**src/hw/msad_pkg.sv**
```systemverilog
// Package of address map constants for the memory space decode block.
`default_nettype none
package msad_pkg;
  localparam int PADDR_W = 24;
  localparam int PC_W = 23;
  localparam int DADDR_W = 16;
  localparam int DATA_W = 16;
  localparam logic [23:0] RESET_ADDR = 24'h00_0000;
  localparam logic [23:0] GOTO_TARGET_ADDR = 24'h00_0002;
  localparam logic [23:0] USER_TOP = 24'h7F_FFFF;
  localparam logic [23:0] IVT_START = 24'h00_0004;
  localparam logic [23:0] IVT_END = 24'h00_00FF;
  localparam logic [23:0] ALT_IVT_START = 24'h00_0100;
  localparam logic [23:0] ALT_IVT_END = 24'h00_01FF;
  localparam logic [23:0] VECTOR_LIMIT = 24'h00_0200;
  localparam logic [15:0] SFR_TOP = 16'h07FF;
  localparam logic [15:0] DATA_IMPL_BYTES = 16'h7800;
  localparam int WINDOW_SEL_BIT = 15;
  localparam int TABLE_PAGE_TOP_BIT = 7;
  localparam logic [22:0] PC_STEP = 23'h00_0002;
  localparam logic [15:0] BYTE_STEP = 16'h0001;
  localparam logic [15:0] WORD_STEP = 16'h0002;
  localparam logic [15:0] ZERO_WORD = 16'h0000;
  typedef enum logic [1:0] {
    MSAD_EXT_NONE = 2'b00,
    MSAD_EXT_SIGN = 2'b01,
    MSAD_EXT_ZERO = 2'b11
  } msad_ext_type;
endpackage
`default_nettype wire

```
**src/hw/msad_data_if.sv**
```systemverilog
// Interface carrying one data space access between decode and lane logic.
`default_nettype none
interface msad_data_if;
  logic [15:0] addr;
  logic is_byte;
  logic [15:0] wdata;
  logic [15:0] word_rdata;
  logic [15:0] lane_rdata;
  logic [1:0] lane_we;
  modport decode (output addr, output is_byte, output wdata,
    input lane_rdata, input lane_we, output word_rdata);
  modport lane (input addr, input is_byte, input wdata, input word_rdata,
    output lane_rdata, output lane_we);
endinterface
`default_nettype wire

```
**src/hw/msad_byte_lane.sv**
```systemverilog
// Byte lane steering for data space reads and writes.
`default_nettype none
module msad_byte_lane (
  msad_data_if.lane bus
);
  // ----------------------------------------------------------------
  // Lane selection
  // ----------------------------------------------------------------
  // A byte read picks the lane by address bit zero, delivered low.
  wire logic odd_byte = bus.addr[0];
  assign bus.lane_rdata = bus.is_byte ?
    {8'h00, (odd_byte ? bus.word_rdata[15:8] : bus.word_rdata[7:0])} :
    bus.word_rdata;
  // Byte writes strobe only the matching lane; words strobe both.
  assign bus.lane_we = bus.is_byte ? {odd_byte, ~odd_byte} : 2'b11;
endmodule
`default_nettype wire

```
**src/hw/msad_prog_addr.sv**
```systemverilog
// Program counter and program address formation.
`default_nettype none
module msad_prog_addr (
  input wire logic clk,
  input wire logic rst,
  input wire logic step_fwd,
  input wire logic step_back,
  input wire logic load_pc,
  input wire logic [22:0] load_value,
  output logic [22:0] pc_q
);
  logic [22:0] pc_reg;
  logic [22:0] pc_next;
  // ----------------------------------------------------------------
  // Counter update
  // ----------------------------------------------------------------
  // Loads keep bit zero clear so fetches stay on the lower word.
  always_comb begin
    pc_next = pc_reg;
    if (load_pc) begin
      pc_next = {load_value[22:1], 1'b0};
    end else if (step_fwd) begin
      pc_next = pc_reg + msad_pkg::PC_STEP;
    end else if (step_back) begin
      pc_next = pc_reg - msad_pkg::PC_STEP;
    end
  end
  // Reset starts fetching at the reset vector.
  always_ff @(posedge clk) begin
    if (rst) pc_reg <= msad_pkg::RESET_ADDR[22:0];
    else pc_reg <= pc_next;
  end
  assign pc_q = pc_reg;
endmodule
`default_nettype wire

```
**src/hw/msad_top.sv**
```systemverilog
// Address space decode and access logic for program and data spaces.
`default_nettype none
// Operation
// - Program address is 24 bits, from 23-bit counter or table paths.
// - User program access limited to lower half; table ops use page bit.
// - Program location is even lower word plus odd upper word.
// - Counter program addresses stay word-aligned, counter steps by two.
// - Fetch starts at zero after reset; software puts a jump there.
// - Region below 0x200 reserved for reset and two vector tables.
// - Separate read and write address generators for data space.
// - Data effective addresses are 16-bit byte addresses.
// - Bit 15 clear maps to memory, set maps to program window.
// - Reads beyond implemented 30 Kbytes return zero.
// - Low byte at even address, high byte at odd address.
// - Post-increment adds one for bytes, two for words.
// - Byte read selects lane by bit zero, delivers on low lane.
// - Shared word decode, separate byte write strobes.
// - Misaligned word access raises trap after instruction completes.
// - Misaligned read completes; misaligned write is suppressed.
// - Byte load changes only the working register low byte.
// - Sign-extend widens byte to word; zero-extend clears high byte.
// - Low 2 Kbytes are function registers; unused ones read zero.
module msad_top (
  input wire logic clk,
  input wire logic rst,
  input wire logic pc_step_fwd,
  input wire logic pc_step_back,
  input wire logic pc_load,
  input wire logic [22:0] pc_load_value,
  input wire logic table_op,
  input wire logic [7:0] table_page_pointer,
  input wire logic [15:0] table_offset,
  output logic [23:0] prog_addr,
  output logic prog_upper_word,
  output logic prog_in_vectors,
  output logic prog_access_fault,
  input wire logic rd_en,
  input wire logic [15:0] rd_effective_address,
  input wire logic rd_is_byte,
  input wire logic [15:0] rd_mem_word,
  input wire logic rd_sfr_hit,
  output logic [15:0] rd_data,
  output logic rd_program_window_view,
  output logic [15:0] rd_ptr_incr,
  input wire logic wr_en,
  input wire logic [15:0] wr_effective_address,
  input wire logic wr_is_byte,
  input wire logic [15:0] wr_data,
  output logic [15:0] mem_addr,
  output logic [15:0] mem_wdata,
  output logic [1:0] mem_byte_we,
  output logic [15:0] wr_ptr_incr,
  input wire logic instr_done,
  output logic address_error_trap,
  input wire logic [15:0] wreg_value,
  input wire logic [1:0] ext_op,
  output logic [15:0] wreg_result
);
  // ----------------------------------------------------------------
  // Program side
  // ----------------------------------------------------------------
  logic [22:0] pc_q;
  msad_prog_addr u_pc (
    .clk(clk),
    .rst(rst),
    .step_fwd(pc_step_fwd),
    .step_back(pc_step_back),
    .load_pc(pc_load),
    .load_value(pc_load_value),
    .pc_q(pc_q)
  );
  // Table ops reach configuration space through the page top bit.
  wire logic [23:0] table_addr = {table_page_pointer, table_offset};
  wire logic [23:0] exec_addr = {1'b0, pc_q};
  wire logic [23:0] paddr_next = table_op ? table_addr : exec_addr;
  wire logic user_fault = ~table_op & (exec_addr > msad_pkg::USER_TOP);
  wire logic vec_next = paddr_next < msad_pkg::VECTOR_LIMIT;
  logic [23:0] prog_addr_reg;
  logic prog_upper_reg;
  logic prog_vec_reg;
  logic prog_fault_reg;
  // Odd program address names the upper word of a location.
  always_ff @(posedge clk) begin
    if (rst) begin
      prog_addr_reg <= msad_pkg::RESET_ADDR;
      prog_upper_reg <= 1'b0;
      prog_vec_reg <= 1'b1;
      prog_fault_reg <= 1'b0;
    end else begin
      prog_addr_reg <= paddr_next;
      prog_upper_reg <= paddr_next[0];
      prog_vec_reg <= vec_next;
      prog_fault_reg <= user_fault;
    end
  end
  // Program side outputs come straight from their registers.
  assign prog_addr = prog_addr_reg;
  assign prog_upper_word = prog_upper_reg;
  assign prog_in_vectors = prog_vec_reg;
  assign prog_access_fault = prog_fault_reg;

  // ----------------------------------------------------------------
  // Read address generator
  // ----------------------------------------------------------------
  msad_data_if rd_if ();
  msad_byte_lane u_rd_lane (.bus(rd_if.lane));
  // The read generator has its own decode, never shared with writes.
  wire logic rd_window =
    rd_effective_address[msad_pkg::WINDOW_SEL_BIT];
  wire logic rd_in_sfr = rd_effective_address <= msad_pkg::SFR_TOP;
  wire logic rd_impl = ~rd_window &
    (rd_effective_address < msad_pkg::DATA_IMPL_BYTES);
  // Unused function register space reads as zero as well.
  wire logic rd_valid = rd_impl & (~rd_in_sfr | rd_sfr_hit);
  assign rd_if.addr = rd_effective_address;
  assign rd_if.is_byte = rd_is_byte;
  assign rd_if.wdata = msad_pkg::ZERO_WORD;
  assign rd_if.word_rdata = rd_valid ? rd_mem_word : msad_pkg::ZERO_WORD;
  // Only a word access at an odd address counts as misaligned.
  wire logic rd_misalign = rd_en & ~rd_is_byte & rd_effective_address[0];
  wire logic [15:0] rd_incr_next = rd_is_byte ? msad_pkg::BYTE_STEP :
    msad_pkg::WORD_STEP;
  logic [15:0] rd_data_reg;
  logic rd_window_reg;
  logic [15:0] rd_incr_reg;
  // A misaligned read still completes and returns its data.
  always_ff @(posedge clk) begin
    if (rst) begin
      rd_data_reg <= msad_pkg::ZERO_WORD;
      rd_window_reg <= 1'b0;
      rd_incr_reg <= msad_pkg::ZERO_WORD;
    end else if (rd_en) begin
      rd_data_reg <= rd_if.lane_rdata;
      rd_window_reg <= rd_window;
      rd_incr_reg <= rd_incr_next;
    end
  end
  // Read results stand until the next read request.
  assign rd_data = rd_data_reg;
  assign rd_program_window_view = rd_window_reg;
  assign rd_ptr_incr = rd_incr_reg;

  // ----------------------------------------------------------------
  // Write address generator
  // ----------------------------------------------------------------
  msad_data_if wr_if ();
  msad_byte_lane u_wr_lane (.bus(wr_if.lane));
  // The write generator decodes its own address and data.
  assign wr_if.addr = wr_effective_address;
  assign wr_if.is_byte = wr_is_byte;
  assign wr_if.wdata = wr_data;
  assign wr_if.word_rdata = msad_pkg::ZERO_WORD;
  wire logic wr_misalign = wr_en & ~wr_is_byte & wr_effective_address[0];
  // Byte data is replicated so either strobed lane sees it.
  wire logic [15:0] wr_lanes = wr_is_byte ? {wr_data[7:0], wr_data[7:0]} :
    wr_data;
  wire logic [1:0] we_next = (wr_en & ~wr_misalign) ?
    wr_if.lane_we : 2'b00;
  logic [15:0] mem_addr_reg;
  logic [15:0] mem_wdata_reg;
  logic [1:0] mem_we_reg;
  logic [15:0] wr_incr_reg;
  // Write strobes are registered from each cycle's request; the word address drops bit 0.
  always_ff @(posedge clk) begin
    if (rst) begin
      mem_addr_reg <= msad_pkg::ZERO_WORD;
      mem_wdata_reg <= msad_pkg::ZERO_WORD;
      mem_we_reg <= 2'b00;
      wr_incr_reg <= msad_pkg::ZERO_WORD;
    end else begin
      mem_we_reg <= we_next;
      if (wr_en) begin
        mem_addr_reg <= {wr_effective_address[15:1], 1'b0};
        mem_wdata_reg <= wr_lanes;
        wr_incr_reg <= wr_is_byte ? msad_pkg::BYTE_STEP :
          msad_pkg::WORD_STEP;
      end
    end
  end
  // Memory side outputs come straight from their registers.
  assign mem_addr = mem_addr_reg;
  assign mem_wdata = mem_wdata_reg;
  assign mem_byte_we = mem_we_reg;
  assign wr_ptr_incr = wr_incr_reg;

  // ----------------------------------------------------------------
  // Address error trap
  // ----------------------------------------------------------------
  // The fault is held pending so the trap fires once the instruction
  // ends; a new fault in the completing cycle is still reported.
  logic pend_reg;
  logic trap_reg;
  wire logic fault_now = rd_misalign | wr_misalign;
  always_ff @(posedge clk) begin
    if (rst) begin
      pend_reg <= 1'b0;
      trap_reg <= 1'b0;
    end else begin
      trap_reg <= instr_done & (pend_reg | fault_now);
      pend_reg <= ~instr_done & (pend_reg | fault_now);
    end
  end
  assign address_error_trap = trap_reg;

  // ----------------------------------------------------------------
  // Working register byte handling
  // ----------------------------------------------------------------
  logic [15:0] wres_next;
  // Extend ops act on the register; a byte load keeps the high byte.
  always_comb begin
    case (ext_op)
      msad_pkg::MSAD_EXT_SIGN: wres_next =
        {{8{wreg_value[7]}}, wreg_value[7:0]};
      msad_pkg::MSAD_EXT_ZERO: wres_next = {8'h00, wreg_value[7:0]};
      default: wres_next = (rd_en & rd_is_byte) ?
        {wreg_value[15:8], rd_if.lane_rdata[7:0]} :
        (rd_en ? rd_if.lane_rdata : wreg_value);
    endcase
  end
  logic [15:0] wres_reg;
  always_ff @(posedge clk) begin
    if (rst) wres_reg <= msad_pkg::ZERO_WORD;
    else wres_reg <= wres_next;
  end
  assign wreg_result = wres_reg;

  // ----------------------------------------------------------------
  // Checks
  // ----------------------------------------------------------------
  // Assertions are idle in reset; each names the rule that it guards.
  a_write_suppress: assert property (@(posedge clk) disable iff (rst)
    wr_en & ~wr_is_byte & wr_effective_address[0] |=> mem_byte_we == 2'b00)
    else $error("misaligned write not suppressed");
  a_byte_strobe: assert property (@(posedge clk) disable iff (rst)
    wr_en & wr_is_byte |=> $onehot(mem_byte_we))
    else $error("byte write strobes wrong lanes");
  a_trap_after: assert property (@(posedge clk) disable iff (rst)
    rd_misalign & instr_done |=> address_error_trap)
    else $error("trap not raised after fault");
  a_byte_no_trap: assert property (@(posedge clk) disable iff (rst)
    ~pend_reg & ~(rd_en & ~rd_is_byte) & ~(wr_en & ~wr_is_byte)
    |=> ~address_error_trap)
    else $error("trap without word misalignment");
  a_window_zero: assert property (@(posedge clk) disable iff (rst)
    rd_en & rd_effective_address[15] |=> rd_data == 16'h0000)
    else $error("window read not zero");
  a_pc_even: assert property (@(posedge clk) disable iff (rst)
    ~table_op |=> ~prog_addr[0])
    else $error("program address not aligned");
  a_pc_step: assert property (@(posedge clk) disable iff (rst)
    pc_step_fwd & ~pc_load & ~table_op ##1 ~table_op |=>
    prog_addr[22:0] == $past(prog_addr[22:0]) + 23'h00_0002)
    else $error("counter did not step by two");
  a_incr_size: assert property (@(posedge clk) disable iff (rst)
    rd_en |=> rd_ptr_incr == ($past(rd_is_byte) ? 16'h0001 : 16'h0002))
    else $error("pointer step wrong");
  a_clear_high: assert property (@(posedge clk) disable iff (rst)
    ext_op == 2'b11 |=> wreg_result[15:8] == 8'h00)
    else $error("zero extend left high byte");
  a_reset_fetch: assert property (@(posedge clk) disable iff (rst)
    $fell(rst) |-> prog_addr == 24'h00_0000 && prog_in_vectors)
    else $error("fetch does not restart at zero");
  a_oor_zero: assert property (@(posedge clk) disable iff (rst)
    rd_en & ~rd_effective_address[15] &
    (rd_effective_address >= msad_pkg::DATA_IMPL_BYTES)
    |=> rd_data == 16'h0000)
    else $error("read beyond memory not zero");
  a_hole_zero: assert property (@(posedge clk) disable iff (rst)
    rd_en & (rd_effective_address <= msad_pkg::SFR_TOP) & ~rd_sfr_hit
    |=> rd_data == 16'h0000)
    else $error("unused register space not zero");
  a_byte_low_lane: assert property (@(posedge clk) disable iff (rst)
    rd_en & rd_is_byte |=> rd_data[15:8] == 8'h00)
    else $error("byte read not on low lane");
  a_window_flag: assert property (@(posedge clk) disable iff (rst)
    rd_en |=> rd_program_window_view == $past(rd_effective_address[15]))
    else $error("window flag does not follow address bit");
  a_word_even: assert property (@(posedge clk) disable iff (rst)
    wr_en |=> ~mem_addr[0])
    else $error("write word address odd");
  a_byte_copy: assert property (@(posedge clk) disable iff (rst)
    wr_en & wr_is_byte |=> mem_wdata == {2{$past(wr_data[7:0])}})
    else $error("byte write data not on both lanes");
  a_no_early_trap: assert property (@(posedge clk) disable iff (rst)
    ~instr_done |=> ~address_error_trap)
    else $error("trap before instruction end");
  a_keep_high: assert property (@(posedge clk) disable iff (rst)
    (ext_op == msad_pkg::MSAD_EXT_NONE) & rd_en & rd_is_byte
    |=> wreg_result[15:8] == $past(wreg_value[15:8]))
    else $error("byte load changed high byte");
  a_sign_fill: assert property (@(posedge clk) disable iff (rst)
    ext_op == msad_pkg::MSAD_EXT_SIGN |=> wreg_result ==
    {{8{$past(wreg_value[7])}}, $past(wreg_value[7:0])})
    else $error("sign extend wrong");
  // Covers for the main scenarios.
  c_trap: cover property (@(posedge clk) address_error_trap);
  c_byte_wr: cover property (@(posedge clk) mem_byte_we == 2'b10);
  c_table: cover property (@(posedge clk)
    table_op & table_page_pointer[msad_pkg::TABLE_PAGE_TOP_BIT]);
  c_misalign_wr: cover property (@(posedge clk)
    wr_en & ~wr_is_byte & wr_effective_address[0]);
  c_window_rd: cover property (@(posedge clk)
    rd_en & rd_effective_address[15]);
endmodule
`default_nettype wire

```
**config.mk**
```make
export PLATFORM = sky130hd
export DESIGN_NAME = msad_top
export DESIGN_NICKNAME = d
export VERILOG_FILES = /design/src/hw/msad_pkg.sv /design/src/hw/msad_data_if.sv /design/src/hw/msad_byte_lane.sv /design/src/hw/msad_prog_addr.sv /design/src/hw/msad_top.sv
export SDC_FILE = /design/constraint.sdc
export NUM_CORES = 1
export LEC_CHECK = 0
export ABC_AREA = 1
export ABC_CLOCK_PERIOD_IN_PS = 2200
export CAP_MARGIN = 40
export CORE_AREA = 4 4 109 111
export CTS_CLUSTER_DIAMETER = 150
export DETAILED_ROUTE_END_ITERATION = 8
export DIE_AREA = 0 0 113 115
export DONT_BUFFER_PORTS = 1
export PLACE_DENSITY = 0.71
export SYNTH_ARGS = -nofsm -noshare
export SYNTH_HDL_FRONTEND = slang
export SYNTH_SLANG_ARGS = --single-unit
```
**constraint.sdc**
```tcl
create_clock -name clk -period 2.2 [get_ports clk]
set_input_delay 0 -clock clk [delete_from_list [all_inputs] [get_ports clk]]
set_output_delay 0 -clock clk [all_outputs]
set_load 0.005 [all_outputs]
```
==> impl_metrics.tcl, run 1 <==
set metrics [dict create \
    status "did not finish" \
    haltStage "4_1_cts" \
    error_line "[ERROR RSZ-0060] Max buffer count reached." \
    cts_hold_buf 206 \
    synth_top_family_by_area "simple AND/OR/NAND/NOR gates" \
    initial_utilization 0.5639 \
    synth_compound_area_frac 0.1600 \
    syn_inst 881 \
    syn_area_um2 6086 \
    netlist.area_leader.share 0.3914 \
    synth_edf_count 0 \
    synth_xor_area_frac 0.007196 \
    ys_ff_latch 119 \
    row_count 38 \
    synth_commonest_cells "225 x nand2_1, 119 x dfxtp_1, 112 x nor2_1, 81 x a21oi_1, 76 x inv_1" \
    yosysMostFrequentCell "nand2_1" \
    synth_cell_types 38 \
    ctsHtreeMaxLevel 4 \
    die_h_um 115 \
    yosys_warnings 0 \
    cts_sinks 119 \
    synth_flop_cell "dfxtp_1" \
    muxShareOfSynthArea 0.01809 \
    place_area_um2 6032 \
    die_width_um 113 \
    root_buffer "clkbuf_8" \
    synth_area_leaders "dfxtp_1 39%, nand2_1 14%, nor2_1 6.9%, a21oi_1 6.7%, o21ai_0 5.4%" \
    yosysSeqAreaShare 0.3914 \
    dp_hpwl_mm 13.64 \
    postSynth.asyncResetShare 0 \
    io_pins 268 \
    syn_avg_cell_area_um2 6.908 \
    synth_top_area_cell "dfxtp_1" \
    io_buffer_count 0 \
    cts_buffer_depth 2 \
    cts_resized 0 \
    gp_routability_congestion 0.9203 \
    yosys.area_share.adder 0.04441 \
    post_cts_buffers 0 \
    numCtsBuffers 17 \
    yosys.area_share.simple 0.2654 \
]
-- cells by family after synthesis --
family | count (synthesis)
AND/OR/NAND/NOR | 400
AO/OA/AOI/OAI | 179
buffers and inverters | 145
flip-flops | 119
adder cells (fa/ha/maj) | 21
multiplexers | 11
XOR/XNOR | 5
other | 1
-- through the flow --
stage,cells,setup slack [ns],hold WS (ns),util
after floorplan,910,0.4992,0.07238,-
after global placement,991,0.3403,0.07633,0.5582
after detailed placement,992,0.2761,0.07787,0.5589
==> inputs of run 2 (changes only) <==
--- a/config.mk
+++ b/config.mk
@@ -8,12 +8,11 @@
 export ABC_AREA = 1
 export ABC_CLOCK_PERIOD_IN_PS = 2200
 export CAP_MARGIN = 40
-export CORE_AREA = 4 4 109 111
-export CTS_CLUSTER_DIAMETER = 150
+export CORE_AREA = 4 4 129 131
 export DETAILED_ROUTE_END_ITERATION = 8
-export DIE_AREA = 0 0 113 115
+export DIE_AREA = 0 0 133 135
 export DONT_BUFFER_PORTS = 1
-export PLACE_DENSITY = 0.71
+export PLACE_DENSITY_LB_ADDON = 0.15
 export SYNTH_ARGS = -nofsm -noshare
 export SYNTH_HDL_FRONTEND = slang
 export SYNTH_SLANG_ARGS = --single-unit
==> run 2 against run 1 <==
Effect of this change: area after synthesis stayed put; the run now ends clean; synthesized cell count is the same.
==> impl_metrics.tcl, run 2 <==
set metrics [dict create \
    status "complete, no violations" \
    totalWireLength_mm 21.18 \
    die_width_um 133 \
    cap_violations 0 \
    antenna_left 0 \
    power_density_nw_per_um2 751.8 \
    synth_area_leaders "dfxtp_1 39%, nand2_1 14%, nor2_1 6.9%, a21oi_1 6.7%, o21ai_0 5.4%" \
    synth_top_family_by_area "simple AND/OR/NAND/NOR gates" \
    path_class "in2reg" \
    synth_xor_area_frac 0.007196 \
    cts_tree "done" \
    worst_pin_slew_ns 0.7129 \
    ys_ff_latch 119 \
    dp.cells 1071 \
    numCtsBuffers 17 \
    clock_skew_ns 0.01359 \
    regArea_um2 2382 \
    maxSlewHeadroom 0.5247 \
    wl_per_cell_um 16.42 \
    dr_wl_met2_mm 10.76 \
    row_count 46 \
    overflow 0 \
    io_buffer_count 0 \
    r2r-end "u_pc.pc_q[17]$_SDFFE_PP0P_" \
    worstPathRequired_ns 2.52 \
    top_layer "met4" \
    leakagePower_nw 3.980 \
    netlist.area_leader.share 0.3914 \
    crit_fanout 17 \
    hold_end "wreg_result[10]$_SDFF_PP0_" \
    viasPerCell 4.914 \
    vdd_ir_drop_max_uv 560.2 \
    core_area_um2 15600 \
    yosys_warnings 0 \
    rsz0062_at_grt "no" \
    yosys.area_share.adder 0.04441 \
    slew_viol_final 0 \
    synth_edf_count 0 \
    dieArea_um2 17960 \
    startpoint_type "input pin" \
    die_h_um 135 \
    layout_common_cells "225 x nand2_1, 184 x dlygate4sd3_1, 119 x dfxtp_1, 112 x nor2_1, 81 x a21oi_1" \
    synth_top_area_cell "dfxtp_1" \
    tns_ns 0 \
    timing.fmax_mhz 470.0 \
    grt_pass1_wl_mm 32.70 \
    globalRouteTotalUtil 0.2301 \
    period_share 0.9672 \
    preCtsSetupSlack_ns 0.2278 \
    grt_pass1_vias 6200 \
    dp_hpwl_mm 14.04 \
    antenna_found_initial 0 \
    clk_pin_slew_ns 0.06 \
    yosys.area_share.simple 0.2654 \
    antenna_cells 0 \
    hold_path_class "in2reg" \
    dr.pass1.iters 4 \
    grt_max_degree 65 \
    r2r_setup_slack_ns 0.23 \
    synthToLayoutAreaGrowth_pct 42.35 \
    syn_inst 881 \
    setup_viol 0 \
    syn_avg_cell_area_um2 6.908 \
    synth_cell_types 38 \
    worst_slack_ns 0.07220 \
    multiInputGateArea_um2 3141 \
    drt_drc_violations_left 0 \
    ctsHtreeMaxLevel 4 \
    drive_above_1_share 0.05493 \
    cp.arrival_ns 2.45 \
    met1_length_mm 8.565 \
    via_count 6339 \
    cts_sinks 119 \
    wl_met3_mm 1.363 \
    postSynth.asyncResetShare 0 \
    min-delay-start "ext_op[1]" \
    worstSetupEndpointType "flop" \
    fin_crit_ns 2.128 \
    nets 1223 \
    dr.first_iter.drc_count 350 \
    fin_cells 1290 \
    gp_routability_congestion 0.8984 \
    synth_compound_area_frac 0.1600 \
    yosysSeqAreaShare 0.3914 \
    largest_reg_flops 24 \
    nFillCells 1468 \
    io_pins 268 \
    hold_viol 0 \
    synth_commonest_cells "225 x nand2_1, 119 x dfxtp_1, 112 x nor2_1, 81 x a21oi_1, 76 x inv_1" \
    whs_path_depth 3 \
    initial_utilization 0.3902 \
    rr_startpoint "u_pc.pc_q[1]$_SDFFE_PP0P_" \
    yosysMostFrequentCell "nand2_1" \
    cts_buffer_depth 2 \
    power_mw 6.513 \
    muxShareOfSynthArea 0.01809 \
    root_buffer "clkbuf_16" \
    syn_area_um2 6086 \
    final_common_cell "nand2_1" \
    reg2reg_depth 12 \
    synth_flop_cell "dfxtp_1" \
    clock_latency_ns 0.42 \
]
==> run 2: power breakdown <==
group / leakage [nW] / total (mW) / switching [mW] / internal [mW]
clock: 0.287 / 2.87 / 1.08 / 1.79
sequential: 0.985 / 2.43 / 0.122 / 2.31
combinational: 2.71 / 1.22 / 0.655 / 0.561
total: 3.98 / 6.51 / 1.85 / 4.66
==> run 2: worst max path at each step <==
stage	start	endpoint	slack, ns
after floorplan	u_pc.pc_q[1]$_SDFFE_PP0P_	u_pc.pc_q[17]$_SDFFE_PP0P_	0.50
after global placement	u_pc.pc_q[1]$_SDFFE_PP0P_	u_pc.pc_q[17]$_SDFFE_PP0P_	0.23
after detailed placement	u_pc.pc_q[1]$_SDFFE_PP0P_	u_pc.pc_q[17]$_SDFFE_PP0P_	0.23
after CTS	pc_load	u_pc.pc_q[17]$_SDFFE_PP0P_	0.08
after global routing	wr_en	mem_addr[9]$_SDFFE_PP0P_	0.01
final	rd_is_byte	wreg_result[9]$_SDFF_PP0_	0.07
==> run 2: timing repair <==
action	CTS	global route
gates resized for setup	0	4
endpoints found under the hold margin	119	0
hold buffers	185	0
buffers inserted	0	0
endpoints found under the setup margin	0	9
==> run 2: layout make-up <==
class,count,share of cell area
Multi-Input combinational cell,646,0.3625
Sequential cell,119,0.2750
Timing Repair Buffer,196,0.2262
Clock buffer,18,0.04954
Inverter,81,0.03538
Tap cell,216,0.03120
Clock inverter,14,0.02022
==> run 2: metrics by stage <==
stage,area [um2],utilization,hold WS [ns]
2_1_floorplan,6195,-,0.07238
3_3_place_gp,6150,0.3943,0.07867
3_5_place_dp,6150,0.3943,0.07858
4_1_cts,8623,0.5529,0.001171
5_1_grt,8663,0.5554,0.02816
6_report,8663,0.5554,0.01818
==> run 2: cell families after synthesis <==
family | Yosys count
xor+xnor | 5
other cells | 1
fa+ha+maj | 21
buf+inv | 145
flops | 119
compound gates | 179
simple gates | 400
mux | 11
==> run 2: metal layers <==
metal | vias to the layer above | GRT usage
met5 | - | 0
met4 | 0 | 0.09180
met3 | 37 | 0.05775
met2 | 228 | 0.4080
met1 | 2898 | 0.2659
li1 | 3176 | -
==> run 2: critical path, stage by stage <==
cell and delay (ns):
dlygate4sd3_1 0.58, nor2_4 0.14, inv_4 0.11, nor2_1 0.10
nand2_1 0.08, nand2_1 0.10, dlygate4sd3_1 0.54, nand2_1 0.05
dlygate4sd3_1 0.57, a21oi_1 0.17
Power figures use the tool's default switching activity.
==> inputs of run 3 (changes only) <==
==> constraint.sdc (replaced) <==
create_clock -name clk -period 2.2 [get_ports clk]
set_input_delay 0.22 -clock clk [delete_from_list [all_inputs] [get_ports clk]]
set_output_delay 0.22 -clock clk [all_outputs]
set_load 0.005 [all_outputs]
==> run 3 against run 2 <==
Effect of this change: cell area shrank 13%; critical path depth increased by 2; maximum frequency increased by 7.1%; sequential share of layout area is 4.2 points higher; final cell count decreased by 8.7%; clock power fell by 4%; register-to-register slack worse by 0.02 ns; global-route usage decreased by 1.7 points; combinational power down 17%; critical path type is now reg2reg; critical endpoint is now u_pc.pc_q[17]$_SDFFE_PP0P_; largest cell class unchanged; largest power group unchanged.
==> impl_metrics.tcl, run 3 (synthesis gave the netlist of run 2 again) <==
set metrics [dict create \
    crit_slowest_cell "fa_1" \
    dr.first_iter.drc_count 269 \
    crit_end "u_pc.pc_q[17]$_SDFFE_PP0P_" \
    die_width_um 133 \
    reg2reg_depth 12 \
    switching_power_mw 1.774 \
    r2r_setup_slack_ns 0.21 \
    rsz0062_at_grt "no" \
    clock_latency_ns 0.42 \
    root_buffer "clkbuf_16" \
    antenna_left 0 \
    grt_max_degree 65 \
    viasPerCell 4.901 \
    cts_tree "done" \
    dieArea_um2 17960 \
    grt_pass1_vias 5624 \
    preCtsSetupSlack_ns 0.2027 \
    comb_power_share 0.163 \
    cts_sinks 119 \
    maxSlewHeadroom 0.4403 \
    hold_viol 0 \
    min-delay-start "pc_load_value[1]" \
    core_area_um2 15600 \
    initial_utilization 0.3902 \
    worstPathRequired_ns 2.49 \
    setup_viol 0 \
    r2r-end "u_pc.pc_q[17]$_SDFFE_PP0P_" \
    worst_slack_ns 0.2124 \
    dp.cells 1070 \
    grt_pass1_wl_mm 30.15 \
    via_count 5773 \
    power_density_nw_per_um2 825.1 \
    place_area_um2 6155 \
    ctsHtreeMaxLevel 4 \
    wl_per_cell_um 16.55 \
    startpoint_type "flop" \
    pwr-share-seq 0.391 \
    hold_path_class "in2reg" \
    critPathLaunch "u_pc.pc_q[1]$_SDFFE_PP0P_" \
    layout_common_cells "225 x nand2_1, 119 x dfxtp_1, 112 x nor2_1, 81 x a21oi_1, 76 x inv_1" \
    swShare 0.2859 \
    leakagePower_nw 3.468 \
    tns_ns 0 \
    p_int_mw 4.431 \
    dp_hpwl_mm 13.98 \
    numCtsBuffers 17 \
    whs_ns 0.01172 \
    gp_routability_congestion 0.9721 \
    largest_reg_flops 24 \
    path_cells "inv_1, fa_1, inv_1, nand3_1, nand3_2, nand3_1, nand3_1, nand2_1, nand2_1, nand2_1, nand3_1, a21oi_1" \
    slew_viol_final 0 \
    globalRouteTotalUtil 0.2128 \
    critPathBufInv 2 \
    rr_startpoint "u_pc.pc_q[1]$_SDFFE_PP0P_" \
    path_class "reg2reg" \
    totalWireLength_mm 19.50 \
    drt_drc_violations_left 0 \
    p_clk_frac 0.445 \
    die_h_um 135 \
    antenna_found_initial 0 \
    cts_buffer_depth 2 \
    io_buffer_count 0 \
    fin_area_um2 7520 \
    fin_cells 1178 \
    cap_violations 0 \
    drive_above_1_share 0.05827 \
    worst_pin_slew_ns 0.8365 \
    io_pins 268 \
    synthToLayoutAreaGrowth_pct 23.56 \
    crit_top_cell "nand3_1" \
    timing.fmax_mhz 503.1 \
    cp_top_family "simple AND/OR/NAND/NOR gates" \
    vdd_ir_drop_max_uv 554.0 \
    overflow 0 \
    clock_skew_ns 0.006827 \
    fin_crit_ns 1.988 \
    dr.pass1.iters 5 \
    nets 1110 \
    final_common_cell "nand2_1" \
    row_count 46 \
    period_share 0.9035 \
    cpPeakStageDelay_ns 0.43 \
    worstSetupEndpointType "flop" \
    crit_cells 12 \
    clk_pin_slew_ns 0.06 \
    crit_fanout 4 \
    cp.arrival_ns 2.28 \
    status "complete, no violations" \
]
[run 3: changes by cell type in the layout (fill, tap and decap cells not counted), moves of 2 or more]
cell	previous run	this run
nor2_2	1	3
nor2_4	2	0
dlygate4sd3_1	184	74
buf_4	10	7
[run 3: area by class of cell]
cell class | instances | area [um2]
clock inverters | 13 | 146.4
inverters | 81 | 304.0
fillers | 1562 | 8078
multi-input cells | 646 | 3131
flip-flops and latches | 119 | 2382
repair buffers | 83 | 840.8
clock buffers | 19 | 442.9
diodes | 1 | 2.502
well taps | 216 | 270.3
[run 3: power by group through the flow]
stage / clock [mW] / combinational (mW) / sequential [mW]
after global placement: 0 / 0.842 / 2.48
after global routing: 2.91 / 1.16 / 2.44
after CTS: 2.82 / 1.01 / 2.43
after floorplan: 0 / 0.745 / 2.43
final: 2.76 / 1.01 / 2.43
after detailed placement: 0 / 0.844 / 2.48
[run 3: repair_timing]
item,4_1_cts,5_1_grt
gates resized for setup,0,1
endpoints found under the setup margin,0,3
hold endpoints to repair,108,0
setup buffers,0,0
hold buffers,75,0
[run 3: how the worst min path moves through the flow]
stage / end / slack, ns / cells after the start
finish: u_pc.pc_q[1]$_SDFFE_PP0P_ / 0.01 / 2
global route: u_pc.pc_q[1]$_SDFFE_PP0P_ / 0.003 / 2
CTS: rd_data[4]$_SDFFE_PP0P_ / 0.0006 / 2
detailed placement: wreg_result[9]$_SDFF_PP0_ / 0.30 / 1
global placement: rd_ptr_incr[1]$_SDFFE_PP0P_ / 0.30 / 1
floorplan: pend_reg$_SDFF_PP0_ / 0.29 / 1
[run 3: metal layers]
| layer | GRT usage | wire length [um] | part of all wire | up-vias |
|---|---|---|---|---|
| li1 | - | - | - | 2940 |
| met1 | 0.2518 | 8078 | 0.41 | 2627 |
| met2 | 0.3722 | 9828 | 0.50 | 179 |
| met3 | 0.05700 | 1241 | 0.064 | 27 |
| met4 | 0.07506 | 350 | 0.018 | 0 |
| met5 | 0 | 0 | 0 | - |
[run 3: metrics by stage]
| stage | utilization | total power [mW] |
|---|---|---|
| final | 0.4821 | 6.205 |
| after global routing | 0.4820 | 6.512 |
| after CTS | 0.4816 | 6.257 |
| after detailed placement | 0.3946 | 3.322 |
| after global placement | 0.3946 | 3.320 |
| after floorplan | - | 3.171 |
[run 3: worst register-to-register path, stage by stage (launching register included)]
cell and delay (ns):
dfxtp_1 0.39, inv_1 0.11, fa_1 0.43, inv_1 0.12, nand3_1 0.10, nand3_2 0.13, nand3_1 0.09, nand3_1 0.15
nand2_1 0.12, nand2_1 0.08, nand2_1 0.04, nand3_1 0.07, a21oi_1 0.06
